--- src/verilog/vme_powerup_regs.vh ---
// vme_powerup_regs.vh: offsets, field positions, reset values and timing for the
// power-up strap configuration block.
// assumes: included by bare name; holds definitions only, no logic.
`ifndef VME_POWERUP_REGS_VH
`define VME_POWERUP_REGS_VH

// apb byte offsets, one aligned 32-bit word each
`define OFS_GENERAL_CONTROL   8'h00
`define OFS_VME_CONTROL       8'h04
`define OFS_CRCSR_BIT_SET     8'h08
`define OFS_CRCSR_BIT_CLEAR   8'h0c
`define OFS_CRCSR_ATTRIBUTE   8'h10
`define OFS_CRCSR_BASE        8'h14
`define OFS_STRAP_STATUS      8'h18

// general control register fields
`define BIT_SYSFAIL_ENABLE    0
`define BIT_BOARD_FAIL_SW     1
// vme control register field
`define BIT_AUTOSLOT_FAIL     0
// crcsr bit set / bit clear register field
`define BIT_SYSFAIL_SETCLR    0
// crcsr attribute register field
`define BIT_CRCSR_ENABLE      0
// crcsr base register field, bits 7 to 3
`define BASE_MSB              7
`define BASE_LSB              3
// strap status register fields
`define STS_STRAP_LSB         0
`define STS_STRAP_MSB         3
`define BIT_STS_SYSCON        4
`define BIT_STS_AUTO_MODE     5
`define BIT_STS_GEO_MODE      6
`define BIT_STS_ILLEGAL       7
`define BIT_STS_IRQ2          8
`define BIT_STS_BOARD_FAIL    9
`define BIT_STS_CAPTURED      10

// strap bit positions on the four low data lines
`define STRAP_SYSFAIL_RV      0
`define STRAP_AUTOCLEAR       1
`define STRAP_AUTOSLOT        2
`define STRAP_GEO             3

// reset values
`define RST_STRAPS            4'h0
`define RST_BASE              5'h00
`define RST_PINS_IDLE         15'h7e00

// timing: auto-clear delay after system reset, clock period
`define AUTOCLEAR_TIME_NS     1000000
`define MCLK_PERIOD_PS        25000

`endif

--- src/verilog/strap_sync.v ---
// strap_sync: two-flop synchroniser for a group of pins from outside mclk.
// assumes: each bit is an independent level; the group is not coherent word data.
`timescale 1ns/1ps
`default_nettype none

module strap_sync #(
    parameter         W       = 1,
    parameter [W-1:0] RST_VAL = {W{1'b0}}
) (
    input  wire         mclk,
    input  wire         rst_b,
    input  wire [W-1:0] pin_in,
    output wire [W-1:0] pin_sync
);

    reg [W-1:0] meta_ff;    // first stage, read only by the second stage
    reg [W-1:0] sync_ff;    // second stage, safe for logic

    // both stages reset to the idle pin level so no false edge shows after reset
    always @(posedge mclk) begin
        if (!rst_b) begin
            meta_ff <= RST_VAL;
            sync_ff <= RST_VAL;
        end else begin
            meta_ff <= pin_in;
            sync_ff <= meta_ff;
        end
    end

    assign pin_sync = sync_ff;

endmodule
`default_nettype wire

--- src/verilog/strap_decode.v ---
// strap_decode: turns the held strap code and the geographic-address test into
// the addressing mode and the reset values applied on every system reset.
// assumes: inputs are stable held values; purely combinational.
`timescale 1ns/1ps
`default_nettype none
`include "vme_powerup_regs.vh"

module strap_decode (
    input  wire [3:0] strap,
    input  wire       ga_all_high,
    output wire       auto_mode,
    output wire       geo_mode,
    output wire       illegal,
    output wire       crcsr_en_rv,
    output wire       autoslot_fail_rv,
    output wire       sysfail_en_rv,
    output wire       autoclear_sel
);

    wire asid = strap[`STRAP_AUTOSLOT];     // auto slot id requested
    wire gsid = strap[`STRAP_GEO];          // geographic slot id requested

    // codes 01x1 and 11x1 are not allowed; treat them as crcsr disabled
    assign illegal = asid & strap[`STRAP_SYSFAIL_RV];
    // 01x0 always, 11x0 only when every geographic pin reads high
    assign auto_mode = asid & ~illegal & (~gsid | ga_all_high);
    // 10xx always, 11x0 when the geographic pins are not all high
    assign geo_mode = gsid & ~illegal & ~(asid & ga_all_high);
    assign crcsr_en_rv = geo_mode;
    assign autoslot_fail_rv = auto_mode;
    // enable reset value only for disabled or geographic codes ending in one
    assign sysfail_en_rv = strap[`STRAP_SYSFAIL_RV] & ~asid;
    assign autoclear_sel = auto_mode & strap[`STRAP_AUTOCLEAR];

endmodule
`default_nettype wire

--- src/verilog/vme_powerup_option_config.v ---
// vme_powerup_option_config: vmebus power-up strap capture and the system-fail,
// crcsr enable/base and system-controller state that follow from it, with an
// apb register slave.
// assumes: all pins arrive asynchronously to mclk; apb master is on mclk.
//
// Decided for this implementation: the placing of the registers and the APB interface to the registers.
`timescale 1ns/1ps
`default_nettype none
`include "vme_powerup_regs.vh"

module vme_powerup_option_config #(
    parameter AUTOCLEAR_CYCLES = (`AUTOCLEAR_TIME_NS * 1000) / `MCLK_PERIOD_PS,
    parameter CNT_W            = 16
) (
    input  wire        mclk,
    input  wire        rst_b,
    // apb slave
    input  wire        psel,
    input  wire        penable,
    input  wire        pwrite,
    input  wire [7:0]  paddr,
    input  wire [31:0] pwdata,
    output wire [31:0] prdata,
    output wire        pready,
    output wire        pslverr,
    // board pins, all asynchronous
    input  wire        powerup_reset_input_b,
    input  wire        system_reset_input_b,
    input  wire [3:0]  vd_strap,
    input  wire [4:0]  geo_addr_b,
    input  wire        syscon_enable_strap_b,
    input  wire        syscon_disable_strap_b,
    input  wire        grant3_daisy_input_b,
    input  wire        board_fail_input_b,
    // outputs
    output wire        sysfail_output,
    output wire        transceiver_enable_output_b,
    output wire        system_controller_function,
    output wire        crcsr_enable,
    output wire [4:0]  crcsr_base_bits,
    output wire        irq2_request
);

    // ---------------- pin synchronisation ----------------
    wire [14:0] pins_raw;       // all asynchronous pins as one group
    wire [14:0] pins_s;         // after two flops
    assign pins_raw = {powerup_reset_input_b, system_reset_input_b, syscon_enable_strap_b,
                       syscon_disable_strap_b, grant3_daisy_input_b, board_fail_input_b,
                       geo_addr_b, vd_strap};

    strap_sync #(
        .W       (15),
        .RST_VAL (`RST_PINS_IDLE)
    ) u_sync (
        .mclk     (mclk),
        .rst_b    (rst_b),
        .pin_in   (pins_raw),
        .pin_sync (pins_s)
    );

    wire       pur_s      = pins_s[14];     // power-up reset, low asserted
    wire       srst_s     = pins_s[13];     // system reset, low asserted
    wire       system_controller_function_en_s  = pins_s[12];
    wire       system_controller_function_dis_s = pins_s[11];
    wire       bg3_s      = pins_s[10];
    wire       board_fail_input_s   = pins_s[9];
    wire [4:0] ga_s       = pins_s[8:4];
    wire [3:0] vd_s       = pins_s[3:0];

    // ---------------- edge detection ----------------
    reg  pur_prev_ff;           // previous synchronised power-up reset
    reg  srst_prev_ff;          // previous synchronised system reset
    reg  pur_load_ff;           // power-up release seen last cycle, straps now held
    wire pur_rise  = pur_s & ~pur_prev_ff;      // power-up reset negation
    wire srst_rise = srst_s & ~srst_prev_ff;    // system reset negation

    always @(posedge mclk) begin
        if (!rst_b) begin
            pur_prev_ff  <= 1'b1;
            srst_prev_ff <= 1'b1;
            pur_load_ff  <= 1'b0;
        end else begin
            pur_prev_ff  <= pur_s;
            srst_prev_ff <= srst_s;
            pur_load_ff  <= pur_rise;
        end
    end

    // ---------------- strap capture ----------------
    reg [3:0] strap_ff;         // held strap code
    reg       ga_high_ff;       // geographic pins all high at capture
    reg [4:0] base_rv_ff;       // base reset value, bits 7 to 3
    reg       syscon_ff;        // system controller enabled
    reg       captured_ff;      // a power-up release has been seen

    // the synchroniser delays straps and reset alike, so the edge sees the
    // levels that stood at the pin edge; nothing resamples until next power-up
    always @(posedge mclk) begin
        if (!rst_b) begin
            strap_ff    <= `RST_STRAPS;
            ga_high_ff  <= 1'b0;
            base_rv_ff  <= `RST_BASE;
            syscon_ff   <= 1'b0;
            captured_ff <= 1'b0;
        end else if (pur_rise) begin
            strap_ff    <= vd_s;
            ga_high_ff  <= &ga_s;
            captured_ff <= 1'b1;
            if (vd_s[`STRAP_GEO])
                base_rv_ff <= ~ga_s;
            else
                base_rv_ff <= `RST_BASE;
            case ({system_controller_function_en_s, system_controller_function_dis_s})
                2'b01:   syscon_ff <= 1'b1;
                2'b11:   syscon_ff <= ~bg3_s;
                default: syscon_ff <= 1'b0;
            endcase
        end
    end

    // ---------------- mode decode ----------------
    wire auto_mode;
    wire geo_mode;
    wire illegal;
    wire crcsr_en_rv;
    wire ai_rv;
    wire sfen_rv;
    wire autoclear_sel;

    strap_decode u_decode (
        .strap            (strap_ff),
        .ga_all_high      (ga_high_ff),
        .auto_mode        (auto_mode),
        .geo_mode         (geo_mode),
        .illegal          (illegal),
        .crcsr_en_rv      (crcsr_en_rv),
        .autoslot_fail_rv (ai_rv),
        .sysfail_en_rv    (sfen_rv),
        .autoclear_sel    (autoclear_sel)
    );

    // reload happens while system reset is held and once just after power-up
    // release; the extra cycle lets the decode see the freshly held straps
    wire reload = ~srst_s | pur_load_ff;

    // ---------------- apb access decode ----------------
    reg  [31:0] prdata_ff;      // read data for the access phase
    reg         pready_ff;      // one access-phase cycle, no extra waits
    reg         pslverr_ff;     // unmapped address
    wire        wr_en = psel & penable & pready_ff & pwrite;    // write commits here

    // one-hot style decode shared by read and write paths
    function hit;
        input [7:0] a;
        input [7:0] ofs;
        begin
            hit = (a == ofs);
        end
    endfunction

    function mapped;
        input [7:0] a;
        begin
            mapped = hit(a, `OFS_GENERAL_CONTROL) | hit(a, `OFS_VME_CONTROL) |
                     hit(a, `OFS_CRCSR_BIT_SET) | hit(a, `OFS_CRCSR_BIT_CLEAR) |
                     hit(a, `OFS_CRCSR_ATTRIBUTE) | hit(a, `OFS_CRCSR_BASE) |
                     hit(a, `OFS_STRAP_STATUS);
        end
    endfunction

    wire wr_general_control_reg = wr_en & hit(paddr, `OFS_GENERAL_CONTROL);
    wire wr_vme_control_reg = wr_en & hit(paddr, `OFS_VME_CONTROL);
    wire wr_bset  = wr_en & hit(paddr, `OFS_CRCSR_BIT_SET);
    wire wr_bclr  = wr_en & hit(paddr, `OFS_CRCSR_BIT_CLEAR);
    wire wr_crcsr_attribute_reg  = wr_en & hit(paddr, `OFS_CRCSR_ATTRIBUTE);
    wire wr_base  = wr_en & hit(paddr, `OFS_CRCSR_BASE);

    // ---------------- control state ----------------
    reg       sfen_ff;          // sysfail_enable_bit
    reg       ai_ff;            // autoslot_fail_bit
    reg       board_fail_sw_bit_ff;         // board_fail_sw_bit
    reg       crcsr_en_ff;      // crcsr enable
    reg [4:0] base_ff;          // crcsr_base_bits
    reg       irq2_ff;          // level two interrupt request
    reg       timer_run_ff;     // autoclear delay counting
    reg [CNT_W-1:0] timer_ff;   // autoclear delay counter

    wire timer_done = timer_run_ff & (timer_ff == AUTOCLEAR_CYCLES[CNT_W-1:0] - 1'b1);

    // system-fail enable: one bit behind three register views; reset reload wins
    always @(posedge mclk) begin
        if (!rst_b) begin
            sfen_ff <= 1'b0;
        end else if (reload) begin
            sfen_ff <= sfen_rv;
        end else if (wr_bset & pwdata[`BIT_SYSFAIL_SETCLR]) begin
            sfen_ff <= 1'b1;
        end else if (wr_bclr & pwdata[`BIT_SYSFAIL_SETCLR]) begin
            sfen_ff <= 1'b0;
        end else if (wr_general_control_reg) begin
            sfen_ff <= pwdata[`BIT_SYSFAIL_ENABLE];
        end
    end

    // auto-slot fail bit: the hardware auto-clear beats a software write in the same cycle
    always @(posedge mclk) begin
        if (!rst_b) begin
            ai_ff <= 1'b0;
        end else if (reload) begin
            ai_ff <= ai_rv;
        end else if (timer_done & autoclear_sel) begin
            ai_ff <= 1'b0;
        end else if (wr_vme_control_reg) begin
            ai_ff <= pwdata[`BIT_AUTOSLOT_FAIL];
        end
    end

    // software board-fail bit; system reset clears it
    always @(posedge mclk) begin
        if (!rst_b) begin
            board_fail_sw_bit_ff <= 1'b0;
        end else if (reload) begin
            board_fail_sw_bit_ff <= 1'b0;
        end else if (wr_general_control_reg) begin
            board_fail_sw_bit_ff <= pwdata[`BIT_BOARD_FAIL_SW];
        end
    end

    // crcsr enable and base: reloaded from strap-derived values on system reset
    always @(posedge mclk) begin
        if (!rst_b) begin
            crcsr_en_ff <= 1'b0;
            base_ff     <= `RST_BASE;
        end else if (reload) begin
            crcsr_en_ff <= crcsr_en_rv;
            base_ff     <= base_rv_ff;
        end else begin
            if (wr_crcsr_attribute_reg)
                crcsr_en_ff <= pwdata[`BIT_CRCSR_ENABLE];
            if (wr_base)
                base_ff <= pwdata[`BASE_MSB:`BASE_LSB];
        end
    end

    // level two request after system reset in auto slot mode, dropped once the
    // monarch programs the base register; base is zero until then
    always @(posedge mclk) begin
        if (!rst_b) begin
            irq2_ff <= 1'b0;
        end else if (reload) begin
            irq2_ff <= 1'b0;
        end else if (srst_rise & auto_mode) begin
            irq2_ff <= 1'b1;
        end else if (wr_base) begin
            irq2_ff <= 1'b0;
        end
    end

    // autoclear delay, counted from system reset negation
    always @(posedge mclk) begin
        if (!rst_b) begin
            timer_run_ff <= 1'b0;
            timer_ff     <= {CNT_W{1'b0}};
        end else if (reload) begin
            timer_run_ff <= 1'b0;
            timer_ff     <= {CNT_W{1'b0}};
        end else if (srst_rise & autoclear_sel) begin
            timer_run_ff <= 1'b1;
            timer_ff     <= {CNT_W{1'b0}};
        end else if (timer_done) begin
            timer_run_ff <= 1'b0;
        end else if (timer_run_ff) begin
            timer_ff <= timer_ff + 1'b1;
        end
    end

    // ---------------- system fail output ----------------
    reg  sysfail_ff;            // drives the open system-fail line, high = asserted
    wire board_fail = board_fail_sw_bit_ff | ~board_fail_input_s;

    // in auto slot mode the fail bit holds the line until it clears; the
    // enable path still applies once software enables it after assignment
    always @(posedge mclk) begin
        if (!rst_b) begin
            sysfail_ff <= 1'b0;
        end else if (auto_mode) begin
            sysfail_ff <= ai_ff | (board_fail & sfen_ff);
        end else begin
            sysfail_ff <= board_fail & sfen_ff;
        end
    end

    // ---------------- transceiver enable ----------------
    reg transceiver_enable_output_b_ff;              // high keeps transceivers off for strap pulls

    always @(posedge mclk) begin
        if (!rst_b)
            transceiver_enable_output_b_ff <= 1'b1;
        else
            transceiver_enable_output_b_ff <= ~pur_s;
    end

    // ---------------- apb slave ----------------
    reg [31:0] nxt_prdata;      // read mux

    always @* begin
        nxt_prdata = 32'h0000_0000;
        case (paddr)
            `OFS_GENERAL_CONTROL: begin
                nxt_prdata[`BIT_SYSFAIL_ENABLE] = sfen_ff;
                nxt_prdata[`BIT_BOARD_FAIL_SW]  = board_fail_sw_bit_ff;
            end
            `OFS_VME_CONTROL: begin
                nxt_prdata[`BIT_AUTOSLOT_FAIL] = ai_ff;
            end
            `OFS_CRCSR_BIT_SET,
            `OFS_CRCSR_BIT_CLEAR: begin
                nxt_prdata[`BIT_SYSFAIL_SETCLR] = sfen_ff;
            end
            `OFS_CRCSR_ATTRIBUTE: begin
                nxt_prdata[`BIT_CRCSR_ENABLE] = crcsr_en_ff;
            end
            `OFS_CRCSR_BASE: begin
                nxt_prdata[`BASE_MSB:`BASE_LSB] = base_ff;
            end
            `OFS_STRAP_STATUS: begin
                nxt_prdata[`STS_STRAP_MSB:`STS_STRAP_LSB] = strap_ff;
                nxt_prdata[`BIT_STS_SYSCON]     = syscon_ff;
                nxt_prdata[`BIT_STS_AUTO_MODE]  = auto_mode;
                nxt_prdata[`BIT_STS_GEO_MODE]   = geo_mode;
                nxt_prdata[`BIT_STS_ILLEGAL]    = illegal;
                nxt_prdata[`BIT_STS_IRQ2]       = irq2_ff;
                nxt_prdata[`BIT_STS_BOARD_FAIL] = board_fail;
                nxt_prdata[`BIT_STS_CAPTURED]   = captured_ff;
            end
            default: begin
                nxt_prdata = 32'h0000_0000;
            end
        endcase
    end

    // answer in the first access cycle: ready raised off the setup cycle
    always @(posedge mclk) begin
        if (!rst_b) begin
            pready_ff  <= 1'b0;
            pslverr_ff <= 1'b0;
            prdata_ff  <= 32'h0000_0000;
        end else begin
            pready_ff  <= psel & ~penable;
            pslverr_ff <= psel & ~penable & ~mapped(paddr);
            if (psel & ~penable & ~pwrite)
                prdata_ff <= nxt_prdata;
            else
                prdata_ff <= 32'h0000_0000;
        end
    end

    assign prdata                      = prdata_ff;
    assign pready                      = pready_ff;
    assign pslverr                     = pslverr_ff;
    assign sysfail_output              = sysfail_ff;
    assign transceiver_enable_output_b = transceiver_enable_output_b_ff;
    assign system_controller_function  = syscon_ff;
    assign crcsr_enable                = crcsr_en_ff;
    assign crcsr_base_bits             = base_ff;
    assign irq2_request                = irq2_ff;

endmodule
`default_nettype wire

--- config.mk ---
export PLATFORM = sky130hd
export DESIGN_NAME = vme_powerup_option_config
export DESIGN_NICKNAME = d
export VERILOG_FILES = /design/src/verilog/strap_sync.v /design/src/verilog/strap_decode.v /design/src/verilog/vme_powerup_option_config.v
export VERILOG_INCLUDE_DIRS = /design/src /design/src/verilog
export SDC_FILE = /design/constraint.sdc
export NUM_CORES = 1
export LEC_CHECK = 0
export ABC_AREA = 0
export BUFFER_PORTS_ARGS = -buffer_cell sky130_fd_sc_hd__buf_2
export CAP_MARGIN = 30
export CORE_AREA = 2 2 87 89
export DETAILED_ROUTE_END_ITERATION = 12
export DIE_AREA = 0 0 89 91
export PLACE_DENSITY = 0.77
export REMOVE_ABC_BUFFERS = 1
export SLEW_MARGIN = 30
export SYNTH_ARGS = -nofsm -noshare
export SYNTH_HDL_FRONTEND = slang
export SYNTH_SLANG_ARGS = --single-unit
--- constraint.sdc ---
create_clock -name mclk -period 2.4 [get_ports mclk]
set_clock_uncertainty 0.15 [all_clocks]
set_input_delay 0.24 -clock mclk [delete_from_list [all_inputs] [get_ports mclk]]
set_output_delay 0.24 -clock mclk [all_outputs]
set_load 0.03 [all_outputs]
-- Yosys cells after proc, flatten, opt, wreduce, memory -nomap -nowiden
Cells that the tools add are included.
- logic and storage cells: 125
- register bits after elaboration: 108
- bits of input ports: 60
- add/subtract/negate cells: 1
- mux-type cells: 21
- equality and inequality tests: 9
- bitwise logic cells: 55
- reductions and logical operators: 14
- operator list (operator ; number):
    bitwise AND 1 bit ; 29
    equality test 8 x 5 -> 1 bit, second input constant ; 3
    adder 16 x 1 -> 16 bit, second input constant ; 1
    equality test 16 bit, second input constant ; 1
    equality test 8 x 4 -> 1 bit, second input constant ; 2
    two-way mux 5 bit ; 3
    inverter 1 bit ; 15
    two-way mux 1 bit ; 14
    bitwise OR 1 bit ; 10
    one-hot mux 5 bit (2 select lines) ; 1
    equality test 8 x 3 -> 1 bit, second input constant ; 1
    logical NOT 8 bit ; 1
    nonzero test 2 bit ; 4
    OR reduction 3 bit ; 2
    inverter 5 bit ; 1
    AND reduction 5 bit ; 1
    one-hot mux 1 bit (2 select lines) ; 2
    one-hot mux 1 bit (4 select lines) ; 1
    AND reduction 2 bit ; 2
    nonzero test 4 bit ; 1
    AND reduction 3 bit ; 1
    nonzero test 3 bit ; 1
    equality test 2 x 1 -> 1 bit, second input constant ; 1
    equality test 2 bit, second input constant ; 1
    OR reduction 2 bit ; 1

-- Depth between registers and ports, before layout
Gate-level depths: netlist (run 1).
- depth in word-level cells: 9
- gate-level depth with buffers: 5

-- Modules after synthesis
A second synthesis (run 1) with hierarchy kept.
- cells, all modules: 373
- area total of the unflattened synthesis: 3527.1 um2
- modules (own cells, without submodules) (module ; times used ; area each (um2) ; cells an instance ; sequential area each (um2)):
    vme_powerup_option_config ; 1 ; 2647.5 ; 301 ; 1141.1
    strap_sync ; 1 ; 803.3 ; 63 ; 600.6
    strap_decode ; 1 ; 76.3 ; 9 ; 0.0

-- Worst setup path before layout (run 1)
Ideal clock, no wire load.
- path type: reg2reg
- from: register timer_ff[7]
- to: register timer_ff[1]
- setup slack: 351 ps
- library setup time: 128 ps
- stages on the path, launching flop included: 5
- buffers on the path: 0
- arrival time: 1771 ps
- path through: dfxtp_1 -> or4b_2 -> o41ai_4 -> mux2i_1 -> nor2_1
- word-level cells in the longest chain between the ends: 4
- RTL lines (element ; line ; text):
    from (decl) ; vme_powerup_option_config.v:186 ; reg [CNT_W-1:0] timer_ff;
    from (signal assigned) ; vme_powerup_option_config.v:263 ; timer_ff <= {CNT_W{1'b0}};
    from (signal assigned) ; vme_powerup_option_config.v:266 ; timer_ff <= {CNT_W{1'b0}};
    from (signal assigned) ; vme_powerup_option_config.v:269 ; timer_ff <= {CNT_W{1'b0}};
    equality test 16 bit ; vme_powerup_option_config.v:188 ; wire timer_done = timer_run_ff & (timer_ff == AUTOCLEAR_CYCLES[CNT_W-1:0] - 1'b1);
    bitwise AND 1 bit ; vme_powerup_option_config.v:188 ;
    inverter 1 bit (no line) ; - ;
    AND reduction 2 bit (no line) ; - ;
Every way passes these cells.
A chain may end at the register's enable or synchronous reset.

-- Worst setup path after layout (run 1)
- from: register timer_ff[7]
- to: register timer_ff[9]
- word-level cells in the longest chain between the ends: 4
- RTL lines (element):
    branches (longest 4 deep; another with adder 16 x 1 -> 16 bit)
Several ways; the timed one is not identified.

==> key figures, run 1 <==
STA
  • Relative slew margins: 0.662
  • Worst-Margin Slew: slightly above 0.5 ns
  • Max frequency: between 0.4 and 0.5 GHz
  • Final-report max-slew violation count: 0
  • RSZ-0062 raised after global routing: false
  • Post-route minimum period: 2.17 ns
  • Final WS setup: between 0.2 and 0.25 ns
  • Fin Setup TNS: 0 ns
  • Final Hold Vio Count: 0
  • Final Cycle Share: 0.905
  • Final setup viols: 0

CTS
  • Clock sinks: 87
  • Clock network latency to the later pin of the worst-skew pair: about 0.36 ns
  • H-tree Lvls: 3
  • Root Buffer: clkbuf_8
  • CTS resizes: 0
  • # Post-CTS Setup Buffers: 0
  • Worst-path clk slew: 0.09 ns
  • CTS Buf Count: 9
  • CTS tree: done
  • Max Root-Sink Buffers: 2

Routing
  • 1st-iter DRT viols: 125
  • Via count: around 2700
  • Antenna Violating Nets Remaining: 0
  • Pre-Repair DR Iteration Count: 4
  • Routed Wire Length: roughly 6600 µm
  • Vias per cell: roughly 5.0
  • WL/cell: approximately 12 µm
  • Drc violations: 0

Synth
  • Synth cell count leaders: dfxtp_1, nand2_1, and2_1
  • Top post-synthesis cells by area: dfxtp_1, buf_4, and2_1
  • Post-synth EDFFs: 0
  • Synthesized area: 0.00354 mm²
  • Cell taking the most area after synthesis: dfxtp_1
  • Post-synth cell types: 54
  • Post-synthesis sequential area ratio: 0.493
  • FFs w/ async S/R, synth: 0
  • Primary FF master, synth: dfxtp_1
  • Avg Inst Size Synth: between 9 and 10 µm²
  • Post-Syn Instances: around 360
  • Seq cells post-synth: 87
  • Top-count cell post-synth: dfxtp_1
  • Syn. warnings: 0
  • Top cell type's share of synthesized area: 0.493

Power
  • Clock Power Share: 0.367
  • Net Sw Power: between 0.7 and 0.8 mW
  • Power per cell area: 640 mW/mm²
  • Peak VDD IR: between 0.5 and 0.6 mV
  • Seq pwr share: 0.553
  • Int Power: slightly below 2 mW
  • Logic pwr share: 0.080
  • Lkg Pwr: between 1.5 and 2 nW
  • Switch share: 0.269
  • Power, Total: between 2 and 3 mW

GRT
  • Number of global-route vias before repair: 2419
  • GRT Residual Overflow: 0
  • Largest net degree at the start of global routing: between 50 and 60
  • First-pass GRT wire length: about 11000 µm
  • Initial antenna violation count: 0
  • GRT Total Usage: 0.171

Worst setup path
  • Worst path max stage delay: a little under 0.8 ns
  • Crit Path Category: flop to flop
  • Worst path required time: 2.52 ns
  • Crit path launch type: flop
  • Crit-path cells: or4b_2, nor4_4, nor4_1, o21ba_2
  • WP data arrival: about 2.3 ns
  • Worst path slowest cell: or4b_2
  • Worst setup EP type: flop
  • Max FO, Critical Path: 7

Outcome
  • Status: complete, no violations

Floorplan
  • I/O pin cnt: 104
  • Core area: a little over 0.007 mm²
  • Num rows: 31
  • Die W: slightly below 90 µm
  • Die Area: roughly 0.008 mm²
  • Starting Density: 0.495
  • Die Ht: approximately 91 µm

Finish
  • Post-Layout Cell Count: 540
  • Antenna Cells: 0
  • Layout area overhead: 19.3%
  • Nets: 497
  • Layout cells sized above 1: 0.231
  • Layout Utilization: 0.591

Place
  • Buffers on Ports: 57
  • GPL Wtd Cong: ~0.83
  • Place WS: ~0.16 ns
  • DP HPWL: 4600 µm
  • Dpl cells: around 500

Flow run
  • Max Cap Viol: 0

Hold path
  • Hold Path Class: input pin to flop
[kinds of logic (layout without fill, tap and decap cells)]
| family | count (synthesis) | in the layout | synth area share |
|---|---|---|---|
| compound gates | 59 | 59 | 0.133 |
| other cells | 1 | 21 | 0.00106 |
| simple gates | 157 | 157 | 0.264 |
| flops | 87 | 87 | 0.493 |
| mux | 9 | 9 | 0.0255 |
| fa+ha+maj | 1 | 1 | 0.00354 |
| buf+inv | 40 | 102 | 0.0676 |
| xor+xnor | 5 | 5 | 0.0124 |
[metrics by stage]
step	instance area [µm²]	hold WS (ns)
CTS	4220	0.00294
global route	4220	0.0385
detailed placement	3860	0.242
global placement	3860	0.240
floorplan	3390	0.152
finish	4220	0.0189
[cells in the final DEF (no fill, tap or decap), types with 4 or more instances in the layout]
cell type,instances
mux2i_1,9
and2_1,23
o21ai_0,6
dlygate4sd3_1,16
or4_1,5
nand2b_1,16
nand2_1,35
o211a_1,5
nor4_1,6
and2_2,4
nor2b_1,7
nor2_1,12
nand3_1,10
buf_4,8
o31ai_1,5
buf_2,57
nand3b_1,11
clkbuf_8,9
a21boi_0,11
dfxtp_1,87
nor3_1,5
inv_1,5
nand4_1,5
conb_1,21
a21oi_1,10
[power groups by stage]
stage	clock, mW	sequential (mW)	combinational (mW)
after floorplan	0	1.54	0.105
after global placement	0	1.53	0.192
after detailed placement	0	1.53	0.194
after CTS	1.02	1.49	0.215
after global routing	1.08	1.50	0.235
final	0.991	1.49	0.215
[worst paths after layout]
kind                                start                             to  slack, ns  cells after the start
max              timer_ff[7]$_SDFFE_PP0P_       timer_ff[9]$_SDFFE_PP0P_       0.23                      4
min                                  psel              pready$_SDFF_PN0_       0.02                      3
max reg2reg      timer_ff[7]$_SDFFE_PP0P_       timer_ff[9]$_SDFFE_PP0P_       0.23                      4
min reg2reg  u_sync.meta_ff[9]$_SDFF_PN1_  u_sync.pin_sync[9]$_SDFF_PN1_       0.26                      1
[cell type report]
class / count / area [µm²]
flip-flops and latches: 87 / 1740
clock inverters: 7 / 73.8
multi-input cells: 252 / 1630
fillers: 638 / 2920
clock buffers: 9 / 124
repair buffers: 81 / 505
well taps: 99 / 124
inverters: 5 / 18.8
[layer usage]
layer	part of all wire	vias to the layer above	wire [µm]	track usage
met1	0.46	1263	3010	0.219
met2	0.48	68	3140	0.271
met3	0.054	7	356	0.0645
met5	0	-	0	0
met4	0.011	0	70	0.0410
li1	-	1381	-	-
[timing repair]
action	CTS	global route
endpoints found under the hold margin	16	0
hold buffers	16	0
endpoints found under the setup margin	0	0
[state kept, by name, summed over array words and instances, names as in the netlist, 4 cells and up]
register,cells
base_rv_ff,5
crcsr_base_bits,5
prdata,11
strap_ff,4
timer_ff,16
u_sync.meta_ff,15
u_sync.pin_sync,15
[worst max-delay path, delay by kind of cell (launching register included)]
| family | cells | cell delay [ns] |
|---|---|---|
| and+or+nand+nor | 3 | 1.36 |
| AOI/OAI and AO/OA | 1 | 0.20 |
| DFF | 1 | 0.36 |
Power figures use the tool's default switching activity.
==> run 2, diff against run 1 <==
SYNTH_HIERARCHICAL = 1   (was unset)
==> key figures, run 2 <==
Worst setup path
  • Crit path launch type: flop
  • Crit Path Category: flop to flop
  • Crit-path cells: or4bb_1, o41ai_4, buf_4, mux2i_1, nor2_2
  • Worst path slowest cell: or4bb_1
  • Max FO, Critical Path: 19
  • Crit-path leading delay family: simple AND/OR/NAND/NOR gates
  • WP data arrival: between 2 and 2.5 ns
  • Worst path required time: ~2.5 ns
  • Buffers and inverters on the worst path: 1
  • Worst setup EP type: flop
  • Worst path max stage delay: between 0.4 and 0.5 ns

Power
  • Clock Power Share: 0.368
  • Logic pwr share: 0.081
  • Net Sw Power: between 0.7 and 0.8 mW
  • Power, Total: around 2.7 mW
  • Lkg Pwr: roughly 1.6 nW
  • Switch share: 0.273
  • Seq pwr share: 0.551
  • Power per cell area: about 650 mW/mm²
  • Peak VDD IR: approximately 0.40 mV
  • Int Power: 1.97 mW

Synth
  • Avg Inst Size Synth: between 9 and 10 µm²
  • Cell taking the most area after synthesis: dfxtp_1
  • Seq cells post-synth: between 80 and 90
  • Primary FF master, synth: dfxtp_1
  • Post-synth cell types: 55
  • Top-count cell post-synth: dfxtp_1
  • Post-synth EDFFs: 0
  • Top post-synthesis cells by area: dfxtp_1, buf_4, and2_1
  • Post-Syn Instances: roughly 370
  • Synthesized area: roughly 0.0035 mm²
  • Top cell type's share of synthesized area: 0.494
  • Synth cell count leaders: dfxtp_1, nand2_1, and2_1
  • Syn. warnings: 6
  • Post-synthesis sequential area ratio: 0.494
  • FFs w/ async S/R, synth: 0

Routing
  • Pre-Repair DR Iteration Count: 4
  • Routed Wire Length: between 6000 and 7000 µm
  • Via count: approximately 2900
  • Drc violations: 0
  • Vias per cell: 5.16
  • Antenna Violating Nets Remaining: 0
  • WL/cell: ~12 µm
  • 1st-iter DRT viols: 155

Place
  • Place WS: roughly 0.33 ns
  • Cell Area, Placed: ~0.0038 mm²
  • DP HPWL: about 4700 µm
  • GPL Wtd Cong: slightly below 0.9
  • Buffers on Ports: 57
  • Dpl cells: around 520

Floorplan
  • Die Ht: slightly above 90 µm
  • Die W: 89 µm
  • Starting Density: 0.494
  • I/O pin cnt: approximately 100
  • Core area: between 0.007 and 0.008 mm²
  • Num rows: 31
  • Die Area: a little over 0.008 mm²

Outcome
  • Status: complete, no violations

Finish
  • Final instance area: around 0.0042 mm²
  • Layout area overhead: 19.0%
  • Max FFs per register: 16
  • Most frequent cells in the layout: dfxtp_1, buf_2, nand2_1, and2_1, conb_1
  • Filler cells: 632
  • Layout cells sized above 1: 0.198
  • Post-Layout Cell Count: 553
  • Register with the most flip-flops: timer_ff
  • Commonest non-fill, non-tap cell in the layout: dfxtp_1
  • Antenna Cells: 0
  • Nets: between 500 and 600

STA
  • Relative slew margins: 0.547
  • Final Cycle Share: 0.879
  • Fin Setup TNS: 0 ns
  • Final WS setup: 0.290 ns
  • RSZ-0062 raised after global routing: false
  • Final Hold Vio Count: 0
  • Post-route minimum period: roughly 2.1 ns
  • Final-report max-slew violation count: 0
  • Worst-Margin Slew: 0.678 ns
  • Final setup viols: 0
  • Max frequency: 0.474 GHz

CTS
  • Max Root-Sink Buffers: 2
  • CTS Buf Count: 9
  • Hold_buf cts: 16
  • Root Buffer: clkbuf_8
  • CTS tree: done
  • Clock sinks: 87
  • CTS resizes: 0
  • Clock network latency to the later pin of the worst-skew pair: 0.35 ns
  • H-tree Lvls: 3
  • Worst-path clk slew: about 0.1 ns
  • # Post-CTS Setup Buffers: 0

GRT
  • Largest net degree at the start of global routing: between 50 and 60
  • GRT Total Usage: 0.176
  • First-pass GRT wire length: approximately 11000 µm
  • Initial antenna violation count: 0
  • GRT Residual Overflow: 0
  • Number of global-route vias before repair: roughly 2600

Hold path
  • Hold Path Class: input pin to flop

Flow run
  • Max Cap Viol: 0
[run 2: changes by cell type after synthesis, moves of 6 or more]
cell,delta
o21ai_0,+9
or3_1,+6
nand3b_1,-6
nor2_1,+7
nand2_1,-7
[run 2: power groups by stage]
| stage | Clock, mW | Combinational (mW) | Sequential, mW |
|---|---|---|---|
| after CTS | 1.02 | 0.218 | 1.49 |
| after detailed placement | 0 | 0.198 | 1.53 |
| final | 0.996 | 0.219 | 1.49 |
| after global placement | 0 | 0.196 | 1.53 |
| after floorplan | 0 | 0.108 | 1.54 |
| after global routing | 1.08 | 0.240 | 1.50 |
[run 2: worst reg2reg max path, delay by kind of cell (launching register included)]
kind | cells | cell delay, ns
buffers and inverters | 1 | 0.27
AND/OR/NAND/NOR | 2 | 0.52
multiplexers | 1 | 0.25
AO/OA/AOI/OAI | 1 | 0.34
flip-flops | 1 | 0.46
[run 2: worst paths after layout]
| check | from | end | slack [ns] | cells past startpoint |
|---|---|---|---|---|
| max | timer_ff[5]$_SDFFE_PP0P_ | timer_ff[1]$_SDFFE_PP0P_ | 0.29 | 5 |
| min | psel | pready$_SDFF_PN0_ | 0.05 | 2 |
| max reg2reg | timer_ff[5]$_SDFFE_PP0P_ | timer_ff[1]$_SDFFE_PP0P_ | 0.29 | 5 |
| min reg2reg | u_sync/meta_ff[11]$_SDFF_PN1_ | u_sync/pin_sync[11]$_SDFF_PN1_ | 0.26 | 1 |
[run 2: cells by family after synthesis]
family                   synth area share
multiplexers                       0.0114
adder cells (fa/ha/maj)           0.00355
buffers and inverters              0.0670
flip-flops                          0.494
AO/OA/AOI/OAI                       0.136
XOR/XNOR                          0.00745
other                             0.00106
AND/OR/NAND/NOR                     0.280
[run 2: through the flow]
step	utilization	hold WS (ns)
4_1_cts	0.588	0.0352
5_1_grt	0.588	0.0430
3_5_place_dp	0.538	0.242
3_3_place_gp	0.538	0.240
2_1_floorplan	-	0.163
6_report	0.588	0.0522
[run 2: metal layers]
metal	vias up	share of wire	wire length [µm]	global-route usage
li1	1435	-	-	-
met1	1310	0.47	3230	0.229
met2	100	0.47	3250	0.277
met3	8	0.051	352	0.0364
met4	0	0.0099	68	0.0796
met5	-	0	0	0
[run 2: layout make-up]
type	instances	area, µm²	area share
Multi-Input combinational cell	269	1620	0.387
Tap cell	99	124	0.0295
Inverter	1	3.75	0.000894
Timing Repair Buffer	81	505	0.120
Clock buffer	9	124	0.0295
Sequential cell	87	1740	0.415
Clock inverter	7	75.1	0.0179
